$ cat config.mk
export PLATFORM = sky130hd
export DESIGN_NAME = mascfg_axis
export DESIGN_NICKNAME = d
export VERILOG_FILES = /design/src/hw/mascfg_pkg.sv /design/src/hw/mascfg_axis.sv
export VERILOG_INCLUDE_DIRS = /design/src /design/src/hw
export SDC_FILE = /design/constraint.sdc
export NUM_CORES = 1
export LEC_CHECK = 0
export BUFFER_PORTS_ARGS = -buffer_cell sky130_fd_sc_hd__buf_2
export CAP_MARGIN = 5
export CORE_MARGIN = 8
export CORE_UTILIZATION = 45
export CTS_BUF_LIST = sky130_fd_sc_hd__clkbuf_8
export CTS_CLUSTER_SIZE = 40
export DETAILED_ROUTE_END_ITERATION = 8
export GPL_TIMING_DRIVEN = 1
export SLEW_MARGIN = 40
export SYNTH_ARGS = -nofsm -noshare
export SYNTH_HDL_FRONTEND = slang
export SYNTH_SLANG_ARGS = --single-unit
$ cat constraint.sdc
create_clock -name sys_clk_i -period 20.5 [get_ports sys_clk_i]
set_input_delay 4.1 -clock sys_clk_i [delete_from_list [all_inputs] [get_ports sys_clk_i]]
set_output_delay 4.1 -clock sys_clk_i [all_outputs]
set_load 0.02 [all_outputs]
$ cat src/hw/mascfg_params.svh
// Parameter numbers, field positions, reset values and timing counts for the axis status/config bank.
// Assumes a 40 MHz system clock and a parameter-number access port driven by the command interpreter.
// Functional notes
// RL1 - At rest with zero standby and silent chopper: 0 normal, 1 free, 2 low short, 3 high short.
// RL2 - Read-only load measurement up to 1023, the stall detection quantity.
// RL3 - Extended error status: value 1 stall error, value 2 deviation error.
// RL4 - Extended error flags clear after being read or on a motion command.
// RL5 - Driver fault bit 0 stall, bit 1 thermal shutdown, bit 2 thermal pre-warning.
// RL6 - Driver fault bits 3/4 report short to ground on coil A/B while shut down.
// RL7 - Driver fault bits 5/6 report open load on coil A/B.
// RL8 - Driver fault bit 7 means no step pulse in the last 2^20 clock cycles.
// RL9 - Signed read/write built-in encoder counter in microsteps.
// RL10 - With clear-on-zero set, clear built-in encoder counter at encoder zero position.
// RL11 - After that clear, the clear-on-zero option returns to 0 by itself.
// RL12 - Stop the motor if position and built-in encoder differ beyond nonzero limit.
// RL13 - Stop the motor if position and external encoder differ beyond nonzero limit.
// RL14 - Wait programmable standstill period in 10 ms units before reducing current.
// RL15 - Power-down delay 0 (default) reduces current immediately after stopping.
// RL16 - Read-only absolute angle up to 1023 within one motor revolution.
// RL17 - Signed read/write external quadrature encoder counter in microsteps.
// RL18 - External encoder resolution in counts per revolution, non-negative only.
// RL19 - Shaft reversal bit inverts the motor rotation direction.
// RL20 - Motion source: 0 internal ramp generator, 1 external step/direction inputs.
// RL21 - Unit selector: 0 raw units, 1 pulses per second units; default 1.
// RL22 - Standstill counter restarts on each step and flags standstill when saturated.
`ifndef MASCFG_PARAMS_SVH
`define MASCFG_PARAMS_SVH
`define MASCFG_PN_STANDSTILL   8'hCC
`define MASCFG_PN_LOAD         8'hCE
`define MASCFG_PN_EXT_ERR      8'hCF
`define MASCFG_PN_DRV_FAULT    8'hD0
`define MASCFG_PN_INT_ENC      8'hD1
`define MASCFG_PN_CLR_ZERO     8'hD2
`define MASCFG_PN_INT_DEV      8'hD4
`define MASCFG_PN_PD_DELAY     8'hD6
`define MASCFG_PN_ABS_ANGLE    8'hD7
`define MASCFG_PN_EXT_ENC      8'hD8
`define MASCFG_PN_EXT_CPR      8'hD9
`define MASCFG_PN_EXT_DEV      8'hDA
`define MASCFG_PN_SHAFT_INV    8'hFB
`define MASCFG_PN_MOTION_SRC   8'hFE
`define MASCFG_PN_UNIT_SEL     8'hFF
`define MASCFG_ERR_STALL_BIT   0
`define MASCFG_ERR_DEV_BIT     1
`define MASCFG_RST_PD_DELAY    9'h000
`define MASCFG_RST_UNIT_SEL    1'b1
`define MASCFG_STILL_LOG2      20
`define MASCFG_PD_UNIT_NS      10000000
`define MASCFG_CLK_PERIOD_NS   25
`define MASCFG_PD_UNIT_CYC     (`MASCFG_PD_UNIT_NS / `MASCFG_CLK_PERIOD_NS)
`endif

$ cat src/hw/mascfg_pkg.sv
// Types for the axis status/config bank.
// Assumes the params header is included by the users of these types.
package mascfg_pkg;
  typedef enum logic [1:0] {
    MASCFG_REST_NORMAL,
    MASCFG_REST_FREEWHEEL,
    MASCFG_REST_SHORT_LOW,
    MASCFG_REST_SHORT_HIGH
  } mascfg_rest_t;

  typedef struct packed {
    logic stall;
    logic overtemp;
    logic overtemp_warn;
    logic short_a;
    logic short_b;
    logic open_a;
    logic open_b;
  } mascfg_drv_t;

  typedef struct packed {
    logic wr;
    logic rd;
    logic [7:0] num;
    logic [31:0] data;
  } mascfg_req_t;

  typedef enum {
    MASCFG_PD_IDLE,
    MASCFG_PD_WAIT,
    MASCFG_PD_REDUCED
  } mascfg_pd_state_t;
endpackage : mascfg_pkg

$ cat src/hw/mascfg_axis.sv
// Axis status/config bank: parameters reached by number, encoder counters, deviation stop,
// standstill detection and current-reduction timing. Assumes driver status and encoder inputs
// are pins (synchronised here) and the parameter port comes from same-clock logic.
`timescale 1ns/10ps
`include "mascfg_params.svh"
module mascfg_axis import mascfg_pkg::*; #(
  parameter int STILL_LOG2 = `MASCFG_STILL_LOG2,
  parameter int PD_UNIT_CYC = `MASCFG_PD_UNIT_CYC
) (
  // Clock and reset
  input wire logic sys_clk_i,
  input wire logic rst_i,
  // Parameter access port
  input wire mascfg_req_t req_i,
  output logic [31:0] rdata_o,
  output logic rvalid_o,
  output logic nak_o,
  input wire logic motion_cmd_i,
  // Motion state from the ramp generator
  input wire logic [31:0] actual_pos_i,
  input wire logic motor_stopped_i,
  input wire logic standby_zero_i,
  input wire logic silent_chop_i,
  // Pins from driver and encoders
  input wire logic step_pin_i,
  input wire logic [7:0] drv_pin_i,
  input wire logic [9:0] load_pin_i,
  input wire logic [9:0] angle_pin_i,
  input wire logic int_enc_step_i,
  input wire logic int_enc_dir_i,
  input wire logic int_enc_zero_i,
  input wire logic ext_a_i,
  input wire logic ext_b_i,
  // Control outputs
  output logic motor_stop_o,
  output mascfg_rest_t rest_mode_o,
  output logic current_reduce_o,
  output logic shaft_invert_o,
  output logic use_step_dir_o,
  output logic unit_pps_o
);
  logic [1:0] rest_r;
  logic clr_zero_r;
  logic [31:0] int_dev_r, ext_dev_r, ext_cpr_r;
  logic [8:0] pd_delay_r;
  logic shaft_inv_r, src_sel_r, unit_r;
  logic [31:0] int_enc_r, ext_enc_r;
  logic [1:0] ext_err_r;
  logic [STILL_LOG2-1:0] still_cnt_r;
  logic still_r;
  logic [21:0] p1_r, p2_r;
  logic [21:0] pins_s;
  logic [9:0] load_r, angle_r;
  logic step_d_r, enc_step_d_r;
  logic [1:0] ab_d_r;
  mascfg_pd_state_t pd_state_r;
  logic [8:0] pd_units_r;
  logic [31:0] pd_cyc_r;
  logic step_evt, enc_evt, int_dev_hit, ext_dev_hit;
  logic [1:0] quad;

  function automatic logic [31:0] abs_diff(input logic [31:0] a, input logic [31:0] b);
    logic [31:0] d;
    d = a - b;
    abs_diff = d[31] ? (32'h0 - d) : d;
  endfunction : abs_diff

  function automatic logic is_wr(input mascfg_req_t r, input logic [7:0] n);
    is_wr = r.wr && (r.num == n);
  endfunction : is_wr

  // Two-stage synchronisers for the step, driver fault and encoder pins
  always_ff @(posedge sys_clk_i or posedge rst_i) begin
    if (rst_i) begin
      p1_r <= 22'h0;
      p2_r <= 22'h0;
    end else begin
      p1_r <= {step_pin_i, drv_pin_i[6:0], int_enc_step_i, int_enc_dir_i, int_enc_zero_i, ext_a_i, ext_b_i,
               9'h0};
      p2_r <= p1_r;
    end
  end
  assign pins_s = p2_r;

  // Multi-bit readouts: sampled twice bit by bit, may tear into a mix of old and new bits on a change
  always_ff @(posedge sys_clk_i or posedge rst_i) begin
    if (rst_i) begin
      load_r <= 10'h0;
      angle_r <= 10'h0;
    end else begin
      load_r <= load_pin_i; // RL2
      angle_r <= angle_pin_i; // RL16
    end
  end
  logic [9:0] load_s_r, angle_s_r;
  always_ff @(posedge sys_clk_i or posedge rst_i) begin
    if (rst_i) begin
      load_s_r <= 10'h0;
      angle_s_r <= 10'h0;
    end else begin
      load_s_r <= load_r;
      angle_s_r <= angle_r;
    end
  end

  mascfg_drv_t drv;
  assign drv = pins_s[20:14];

  always_ff @(posedge sys_clk_i or posedge rst_i) begin
    if (rst_i) begin
      step_d_r <= 1'b0;
      enc_step_d_r <= 1'b0;
      ab_d_r <= 2'b00;
    end else begin
      step_d_r <= pins_s[21];
      enc_step_d_r <= pins_s[13];
      ab_d_r <= pins_s[10:9];
    end
  end
  assign step_evt = pins_s[21] & ~step_d_r;
  assign enc_evt = pins_s[13] & ~enc_step_d_r;
  assign quad = pins_s[10:9];

  // Configuration registers
  always_ff @(posedge sys_clk_i or posedge rst_i) begin
    if (rst_i) begin
      rest_r <= 2'h0;
      int_dev_r <= 32'h0;
      ext_dev_r <= 32'h0;
      ext_cpr_r <= 32'h0;
      pd_delay_r <= `MASCFG_RST_PD_DELAY;
      shaft_inv_r <= 1'b0;
      src_sel_r <= 1'b0;
      unit_r <= `MASCFG_RST_UNIT_SEL; // RL21
    end else begin
      if (is_wr(req_i, `MASCFG_PN_STANDSTILL)) rest_r <= req_i.data[1:0];
      if (is_wr(req_i, `MASCFG_PN_INT_DEV)) int_dev_r <= {1'b0, req_i.data[30:0]};
      if (is_wr(req_i, `MASCFG_PN_EXT_DEV)) ext_dev_r <= {1'b0, req_i.data[30:0]};
      if (is_wr(req_i, `MASCFG_PN_EXT_CPR)) ext_cpr_r <= {1'b0, req_i.data[30:0]}; // RL18
      if (is_wr(req_i, `MASCFG_PN_PD_DELAY)) pd_delay_r <= req_i.data[8:0];
      if (is_wr(req_i, `MASCFG_PN_SHAFT_INV)) shaft_inv_r <= req_i.data[0];
      if (is_wr(req_i, `MASCFG_PN_MOTION_SRC)) src_sel_r <= req_i.data[0];
      if (is_wr(req_i, `MASCFG_PN_UNIT_SEL)) unit_r <= req_i.data[0];
    end
  end

  // Clear-on-zero arming; hardware clear wins only after a zero hit
  always_ff @(posedge sys_clk_i or posedge rst_i) begin
    if (rst_i) begin
      clr_zero_r <= 1'b0;
    end else if (clr_zero_r && pins_s[11]) begin
      clr_zero_r <= 1'b0; // RL11
    end else if (is_wr(req_i, `MASCFG_PN_CLR_ZERO)) begin
      clr_zero_r <= req_i.data[0];
    end
  end

  // Built-in encoder counter
  always_ff @(posedge sys_clk_i or posedge rst_i) begin
    if (rst_i) begin
      int_enc_r <= 32'h0;
    end else if (clr_zero_r && pins_s[11]) begin
      int_enc_r <= 32'h0; // RL10
    end else if (is_wr(req_i, `MASCFG_PN_INT_ENC)) begin
      int_enc_r <= req_i.data; // RL9
    end else if (enc_evt) begin
      int_enc_r <= pins_s[12] ? int_enc_r - 32'h1 : int_enc_r + 32'h1; // RL9
    end
  end

  // External quadrature counter, one count per valid edge
  always_ff @(posedge sys_clk_i or posedge rst_i) begin
    if (rst_i) begin
      ext_enc_r <= 32'h0;
    end else if (is_wr(req_i, `MASCFG_PN_EXT_ENC)) begin
      ext_enc_r <= req_i.data; // RL17
    end else if (quad != ab_d_r && (quad ^ ab_d_r) != 2'b11) begin
      if ((ab_d_r[1] ^ quad[0]) == 1'b1) ext_enc_r <= ext_enc_r + 32'h1; // RL17
      else ext_enc_r <= ext_enc_r - 32'h1;
    end
  end

  // Deviation checks, zero limit disables
  assign int_dev_hit = (int_dev_r != 32'h0) && (abs_diff(actual_pos_i, int_enc_r) > int_dev_r); // RL12
  assign ext_dev_hit = (ext_dev_r != 32'h0) && (abs_diff(actual_pos_i, ext_enc_r) > ext_dev_r); // RL13

  // Extended error flags; a new error in the clearing cycle survives
  always_ff @(posedge sys_clk_i or posedge rst_i) begin
    if (rst_i) begin
      ext_err_r <= 2'b00;
    end else begin
      for (int i = 0; i < 2; i++) begin
        if ((req_i.rd && req_i.num == `MASCFG_PN_EXT_ERR) || motion_cmd_i) ext_err_r[i] <= 1'b0; // RL4
      end
      if (drv.stall) ext_err_r[`MASCFG_ERR_STALL_BIT] <= 1'b1; // RL3
      if (int_dev_hit || ext_dev_hit) ext_err_r[`MASCFG_ERR_DEV_BIT] <= 1'b1; // RL3
    end
  end

  // Stop held while the error stands, released by read or new motion
  always_ff @(posedge sys_clk_i or posedge rst_i) begin
    if (rst_i) motor_stop_o <= 1'b0;
    else motor_stop_o <= int_dev_hit | ext_dev_hit | ext_err_r[`MASCFG_ERR_DEV_BIT]; // RL12 RL13
  end

  // Standstill counter restarts on each step
  always_ff @(posedge sys_clk_i or posedge rst_i) begin
    if (rst_i) begin
      still_cnt_r <= '0;
      still_r <= 1'b0;
    end else if (step_evt) begin
      still_cnt_r <= '0; // RL22
      still_r <= 1'b0;
    end else if (still_cnt_r == {STILL_LOG2{1'b1}}) begin
      still_r <= 1'b1; // RL8 RL22
    end else begin
      still_cnt_r <= still_cnt_r + 1'b1;
    end
  end

  // Current reduction timer
  always_ff @(posedge sys_clk_i or posedge rst_i) begin
    if (rst_i) begin
      pd_state_r <= MASCFG_PD_IDLE;
      pd_units_r <= 9'h0;
      pd_cyc_r <= 32'h0;
    end else if (!motor_stopped_i) begin
      pd_state_r <= MASCFG_PD_IDLE;
    end else begin
      unique case (pd_state_r)
        MASCFG_PD_IDLE: begin
          pd_units_r <= 9'h0;
          pd_cyc_r <= 32'h0;
          pd_state_r <= (pd_delay_r == 9'h0) ? MASCFG_PD_REDUCED : MASCFG_PD_WAIT; // RL15
        end
        MASCFG_PD_WAIT: begin
          // Delay lowered by the host mid-wait to the units already counted or fewer: stop waiting at once
          if (pd_units_r >= pd_delay_r) begin
            pd_state_r <= MASCFG_PD_REDUCED; // RL14
          end else if (pd_cyc_r == 32'(PD_UNIT_CYC - 1)) begin
            pd_cyc_r <= 32'h0;
            pd_units_r <= pd_units_r + 9'h1;
            if (pd_units_r + 9'h1 >= pd_delay_r) pd_state_r <= MASCFG_PD_REDUCED; // RL14
          end else begin
            pd_cyc_r <= pd_cyc_r + 32'h1;
          end
        end
        MASCFG_PD_REDUCED: pd_state_r <= MASCFG_PD_REDUCED;
      endcase
    end
  end
  assign current_reduce_o = (pd_state_r == MASCFG_PD_REDUCED);

  // Rest behaviour only applies with zero standby and silent chopper
  always_ff @(posedge sys_clk_i or posedge rst_i) begin
    if (rst_i) rest_mode_o <= MASCFG_REST_NORMAL;
    else if (standby_zero_i && silent_chop_i && motor_stopped_i) rest_mode_o <= mascfg_rest_t'(rest_r); // RL1
    else rest_mode_o <= MASCFG_REST_NORMAL;
  end

  assign shaft_invert_o = shaft_inv_r; // RL19
  assign use_step_dir_o = src_sel_r; // RL20
  assign unit_pps_o = unit_r; // RL21

  // Read path, one cycle latency
  always_ff @(posedge sys_clk_i or posedge rst_i) begin
    if (rst_i) begin
      rdata_o <= 32'h0;
      rvalid_o <= 1'b0;
      nak_o <= 1'b0;
    end else begin
      rvalid_o <= req_i.rd;
      nak_o <= 1'b0;
      rdata_o <= 32'h0;
      if (req_i.rd) begin
        unique case (req_i.num)
          `MASCFG_PN_STANDSTILL: rdata_o <= {30'h0, rest_r};
          `MASCFG_PN_LOAD: rdata_o <= {22'h0, load_s_r}; // RL2
          `MASCFG_PN_EXT_ERR: rdata_o <= {30'h0, ext_err_r}; // RL3
          `MASCFG_PN_DRV_FAULT: rdata_o <= {24'h0, still_r, drv.open_b, drv.open_a, drv.short_b, drv.short_a,
                                           drv.overtemp_warn, drv.overtemp, drv.stall}; // RL5 RL6 RL7 RL8
          `MASCFG_PN_INT_ENC: rdata_o <= int_enc_r;
          `MASCFG_PN_CLR_ZERO: rdata_o <= {31'h0, clr_zero_r};
          `MASCFG_PN_INT_DEV: rdata_o <= int_dev_r;
          `MASCFG_PN_PD_DELAY: rdata_o <= {23'h0, pd_delay_r};
          `MASCFG_PN_ABS_ANGLE: rdata_o <= {22'h0, angle_s_r}; // RL16
          `MASCFG_PN_EXT_ENC: rdata_o <= ext_enc_r;
          `MASCFG_PN_EXT_CPR: rdata_o <= ext_cpr_r;
          `MASCFG_PN_EXT_DEV: rdata_o <= ext_dev_r;
          `MASCFG_PN_SHAFT_INV: rdata_o <= {31'h0, shaft_inv_r};
          `MASCFG_PN_MOTION_SRC: rdata_o <= {31'h0, src_sel_r};
          `MASCFG_PN_UNIT_SEL: rdata_o <= {31'h0, unit_r};
          default: nak_o <= 1'b1;
        endcase
      end
    end
  end
endmodule : mascfg_axis

==> run metrics, run 1 <==
DR vias/cell=5.88; DIE AREA=0.0624 mm^2; setup TNS=0 ns; initial core utilization=45.6%; measured slew at the worst slew-check pin=0.844 ns; Post-CTS Setup Bufs=0; main area contributors after synthesis=dfrtp_1, ha_1, xnor2_1, a21oi_1, nand2_1; Rel. slew slack=42.9%; unrepaired setup endpoints after global routing=false; clk sinks=345; synthesized cell area=0.0246 mm^2; Seq/Total Area, Yosys=35.1%; final wirelength=78200 um; setup slack, reg-to-reg=13.47 ns; clock-pin slew of the registers on the worst-case setup and hold paths=0.07 ns; CTS resizes=0; HP Class=reg2reg; syn_nets=3160; CP Launch Type=input pin; post-route ant nets=0; Worst EP arrival=10.72 ns; dpl hpwl=61100 um; EDFF count, synth=0; fin nets=3297; worst hold path depth=0; WL per Instance=21.0 um; DR iter-0 viols=1718; Max Cap Violations=0; Logic pwr share=62.2%; initial antenna violation count=7; Final Instance Area=0.0276 mm^2; Max VDD drop=0.0000545 V; Area Growth Syn to Fin=12.1%; CP Class=in2reg; core box area=0.0539 mm^2; Worst setup EP type=flop; Post-synth top flop=dfrtp_1; #FFs+latches synth=345; clock buffer depth=3; worst r2r path cells=26; Worst Slack Setup Final=10.32 ns; status=complete, no violations; Setup violations, final=0; worst slack, placed=9.65 ns; WP data required=21.04 ns; internal power=2250 uW; worst r2r dst=ext_err_r[1]; fin. max-slew vios=0; Placed Cells incl. Taps=3603; Post-synth top cells=dfrtp_1, nand2_1, nor2_1; H-tree levels=2; area post-placement=0.0262 mm^2; Rows=85; CTS tree=yes; minimum clock period after layout=10.18 ns; cell count after synthesis=2832; synth unique cells=80; Leak=0.0127 uW; switching share of power=46.1%; DRT Pass-1 Iters=5; Syn Area/Cell=8.68 um^2; clock power share=16.6%; layout cell share with drive strength beyond 1=13.8%; RePlAce Congestion=0.928; TritonCTS Buffers=60; ys async rst share=100%; Pwr Total=4180 uW; crit path from=actual_pos_i[0]; total gr overflow=0; count leader, synth=dfrtp_1; Hold Buf Count CTS=0; synth warn=0; number of port buffers=153; Die Ht=250 um; top cell type by total area after synthesis=dfrtp_1; NetSw=1930 uW; first-pass GRT wire length=122000 um; Hold Violations, Final=0; Fin Clk Skew=0.0313 ns; pin count of the biggest net entering global routing=133; via count=21900; # DRC=0; hold worst-path end=angle_s_r[9]; R2R Path Start=int_enc_r[0]; clk root buf=clkbuf_8; Clock Latency Late Sink=0.68 ns; final period utilization=49.7%; # fillers=5039; top cell type's share of synthesized area=35.0%; PD cells=152 mW/mm^2; IO Pins=155; number of global-route vias before repair=21600; Max Freq=98.2 MHz; final cell count without fillers=3718; Overall Global Routing Usage=24.4%; Die X=250 um; Hold Crit Start=angle_r[9]; CP max FO=6; Seq pwr share=21.1%
==> registers in the layout (all words and copies together) (netlist names), 13 cells and up <==
signal	flops
ext_enc_r	32
int_dev_r	31
rdata_o	32
pd_cyc_r	32
ext_cpr_r	31
p2_r	13
still_cnt_r	20
int_enc_r	32
ext_dev_r	31
p1_r	13
==> worst max-delay path, cell delays in order <==
cell and delay [ns]:
buf_2 0.12, inv_1 0.16, ha_1 0.20, inv_1 0.06, fa_1 0.43, a211oi_1 0.31
o21ai_1 0.24, o311ai_1 0.43, a211oi_1 0.20, nor3_1 0.45, xnor2_1 0.18, a211oi_1 0.37
nand4b_1 0.29, nor4_1 0.75, a21o_1 0.23, xor2_1 0.20, ha_1 0.28, a21oi_1 0.14
nor2b_1 0.06, o21ai_0 0.14, nand2b_1 0.07, a21oi_1 0.20, o21ai_0 0.12, a21oi_1 0.12
o21ai_0 0.09, o2bb2ai_1 0.14, a31oi_2 0.48, nand3_1 0.13
==> logic make-up after synthesis <==
| family | Yosys count | share of synthesized area [%] |
|---|---|---|
| compound gates | 759 | 19.7 |
| xor+xnor | 208 | 7.41 |
| fa+ha+maj | 214 | 11.0 |
| buf+inv | 299 | 4.59 |
| flops | 345 | 35.1 |
| mux | 118 | 5.21 |
| simple gates | 889 | 16.9 |
==> per-stage QoR <==
step           utilization, %  hold slack (ns)
6_report                 51.1            0.335
5_1_grt                  51.1            0.340
4_1_cts                  51.1            0.337
3_5_place_dp             48.6            0.335
3_3_place_gp             48.4            0.334
2_1_floorplan               -            0.331
==> metal layers <==
layer,vias to the layer above,global-route usage [%],routed length (um)
li1,10400,-,-
met3,119,3.83,5150
met2,704,38.5,35200
met5,-,0,10
met4,2,6.92,1880
met1,10600,34.4,35900
==> worst max-delay path by stage <==
| stage | cells after the start | endpoint | slack, ns |
|---|---|---|---|
| 3_5_place_dp | 28 | ext_err_r[1] | 9.65 |
| 4_1_cts | 28 | ext_err_r[1] | 10.36 |
| 5_1_grt | 28 | motor_stop_o | 9.80 |
| 6_report | 28 | ext_err_r[1] | 10.32 |
| 3_3_place_gp | 28 | ext_err_r[1] | 9.48 |
| 2_1_floorplan | 1 | ab_d_r[0] | 6.84 |
==> area by class of cell <==
cell class                      count  area [um^2]  area share [%]
Tap cell                          696          871            3.16
Inverter                          187          714            2.59
Clock buffer                       81         1110            4.04
Multi-Input combinational cell   2188        14900            54.1
Timing Repair Buffer              187         1080            3.92
Antenna cell                        5         12.5          0.0454
Sequential cell                   345         8630            31.3
Clock inverter                     29          231           0.840
==> power groups by stage <==
stage	combinational [uW]	clock, uW	sequential [uW]
floorplan	1990	0	846
global placement	2470	0	891
detailed placement	2550	0	895
CTS	2570	716	883
global route	2910	746	896
finish	2600	697	884
==> cells in the final DEF (no fill, tap or decap), drive strengths merged, types with 42 or more instances in the layout <==
cell,Yosys,routed
buf,16,187
dfrtp,344,344
xor2,57,57
nand3,81,81
ha,210,210
xnor2,151,151
nand2,265,265
nor2,260,260
a211oi,42,42
clkbuf,96,81
nor3,63,63
inv,187,199
mux2,80,80
o21ai,173,173
a21oi,222,222
a21o,63,63
(Power assumes the default switching activity.)
==> inputs of run 2 (changes only) <==
==> constraint.sdc (replaced) <==
create_clock -name sys_clk_i -period 10.2 [get_ports sys_clk_i]
set_input_delay 2.04 -clock sys_clk_i [delete_from_list [all_inputs] [get_ports sys_clk_i]]
set_output_delay 2.04 -clock sys_clk_i [all_outputs]
set_load 0.02 [all_outputs]
==> run metrics, run 2 (synthesis results as in run 1) <==
status=complete, no violations; Hold Violations, Final=0; TritonCTS Buffers=67; Area Growth Syn to Fin=12.2%; clock power share=16.9%; post-layout util=51.2%; first-pass GRT wire length=123000 um; # diodes=0; via count=21800; initial antenna violation count=4; WL per Instance=21.2 um; crit path capture=motor_stop_o; worst r2r path cells=26; setup TNS=0 ns; Max VDD drop=0.000121 V; R2R Path Start=int_enc_r[0]; IO Pins=155; final period utilization=80.4%; Max Freq=122 MHz; most common cell after layout, fill and taps aside=dfrtp_1; clock-pin slew of the registers on the worst-case setup and hold paths=0.06 ns; NetSw=3890 uW; Die X=250 um; unrepaired setup endpoints after global routing=false; layout cell share with drive strength beyond 1=13.8%; # DRC=0; PD cells=305 mW/mm^2; number of global-route vias before repair=21700; clk sinks=345; met2 usage in global routing=39.0%; met1 Use GR=34.2%; Rel. slew slack=46.3%; Fin Clk Skew=0.0379 ns; Hold Buf Count CTS=0; Hold Crit Start=load_r[6]; CP Launch Type=input pin; Rows=85; Overall Global Routing Usage=24.7%; Seq pwr share=21.1%; Setup violations, final=0; Leak=0.0127 uW; clk root buf=clkbuf_8; total gr overflow=0; CP max FO=6; Most Crowded Layer GR=met2; pin count of the biggest net entering global routing=106; HP Class=reg2reg; CP Class=in2reg; core box area=0.0539 mm^2; fin nets=3306; CTS tree=yes; Max Cap Violations=0; WP data required=10.68 ns; worst r2r dst=motor_stop_o; DIE AREA=0.0624 mm^2; fin. max-slew vios=0; setup slack, reg-to-reg=3.12 ns; internal power=4520 uW; CTS resizes=0; dpl hpwl=61500 um; Worst EP arrival=8.68 ns; number of port buffers=153; switching share of power=46.2%; crit path from=actual_pos_i[0]; DR iter-0 viols=1563; H-tree levels=3; DR vias/cell=5.86; most frequent cells in the layout=dfrtp_1, nand2_1, nor2_1; DRT Pass-1 Iters=5; RePlAce Congestion=0.920; measured slew at the worst slew-check pin=0.801 ns; Post-CTS Setup Bufs=0; Die Ht=250 um; Worst setup EP type=flop; Logic pwr share=61.9%; met3 GRT Util=4.35%; final wirelength=78900 um; initial core utilization=45.6%; clock buffer depth=3; post-route ant nets=0; Clock Latency Late Sink=0.65 ns; minimum clock period after layout=8.20 ns
run 2: worst min-delay path by stage:
stage / to / slack, ns / depth (start not counted)
after floorplan: angle_s_r[0] / 0.33 / 0
after global placement: angle_s_r[0] / 0.33 / 0
after detailed placement: load_s_r[6] / 0.33 / 0
after CTS: load_s_r[6] / 0.34 / 0
after global routing: angle_s_r[4] / 0.33 / 0
final: load_s_r[6] / 0.34 / 0
run 2: cell type report:
cell class                 count  area [um^2]
fill                        5064        26300
sequential                   345         8630
tap                          696          871
clock buffer                  80         1100
clock inverter                37          259
inverter                     187          706
timing repair buffer         189         1110
multi-input combinational   2188        14900
run 2: power groups by stage:
stage	logic (uW)	clock network, uW	registers [uW]
2_1_floorplan	3990	0	1700
3_3_place_gp	4990	0	1790
3_5_place_dp	5110	0	1800
4_1_cts	5160	1460	1770
5_1_grt	5840	1520	1800
6_report	5210	1420	1780
run 2: routing by layer:
metal / vias to the layer above / part of all wire, % / routed length (um)
li1: 10400 / - / -
met1: 10600 / 46 / 36000
met2: 650 / 45 / 35600
met3: 114 / 6.8 / 5360
met4: 2 / 2.6 / 2040
met5: - / 0.015 / 12
run 2: per-stage QoR:
stage                     area, um^2  power, uW  worst slack, ns  std cells  hold WS, ns
final                          27600       8410             2.00       3722        0.340
after global routing           27600       9160             1.59       3722        0.331
after floorplan                24600       5690             3.45       2832        0.331
after detailed placement       26200       6910             1.31       3604        0.335
after CTS                      27600       8400             2.01       3721        0.336
after global placement         26100       6780             1.41       3601        0.332
run 2: worst max-delay path, cell delays in order:
cell	delay, ns
buf_2	0.11
inv_1	0.16
ha_1	0.20
inv_1	0.05
fa_1	0.43
a211oi_1	0.31
o21ai_1	0.24
o311ai_1	0.41
a211oi_1	0.18
nor3_1	0.44
xnor2_1	0.18
a211oi_1	0.38
nand4b_1	0.28
nor4_1	0.71
a21o_1	0.23
xor2_1	0.18
ha_1	0.27
a21oi_1	0.13
nor2b_1	0.06
o21ai_0	0.14
nand2b_1	0.08
a21oi_1	0.21
o21ai_0	0.14
a21oi_1	0.13
o21ai_0	0.08
o2bb2ai_1	0.13
a31oi_1	0.61
nand3b_1	0.15
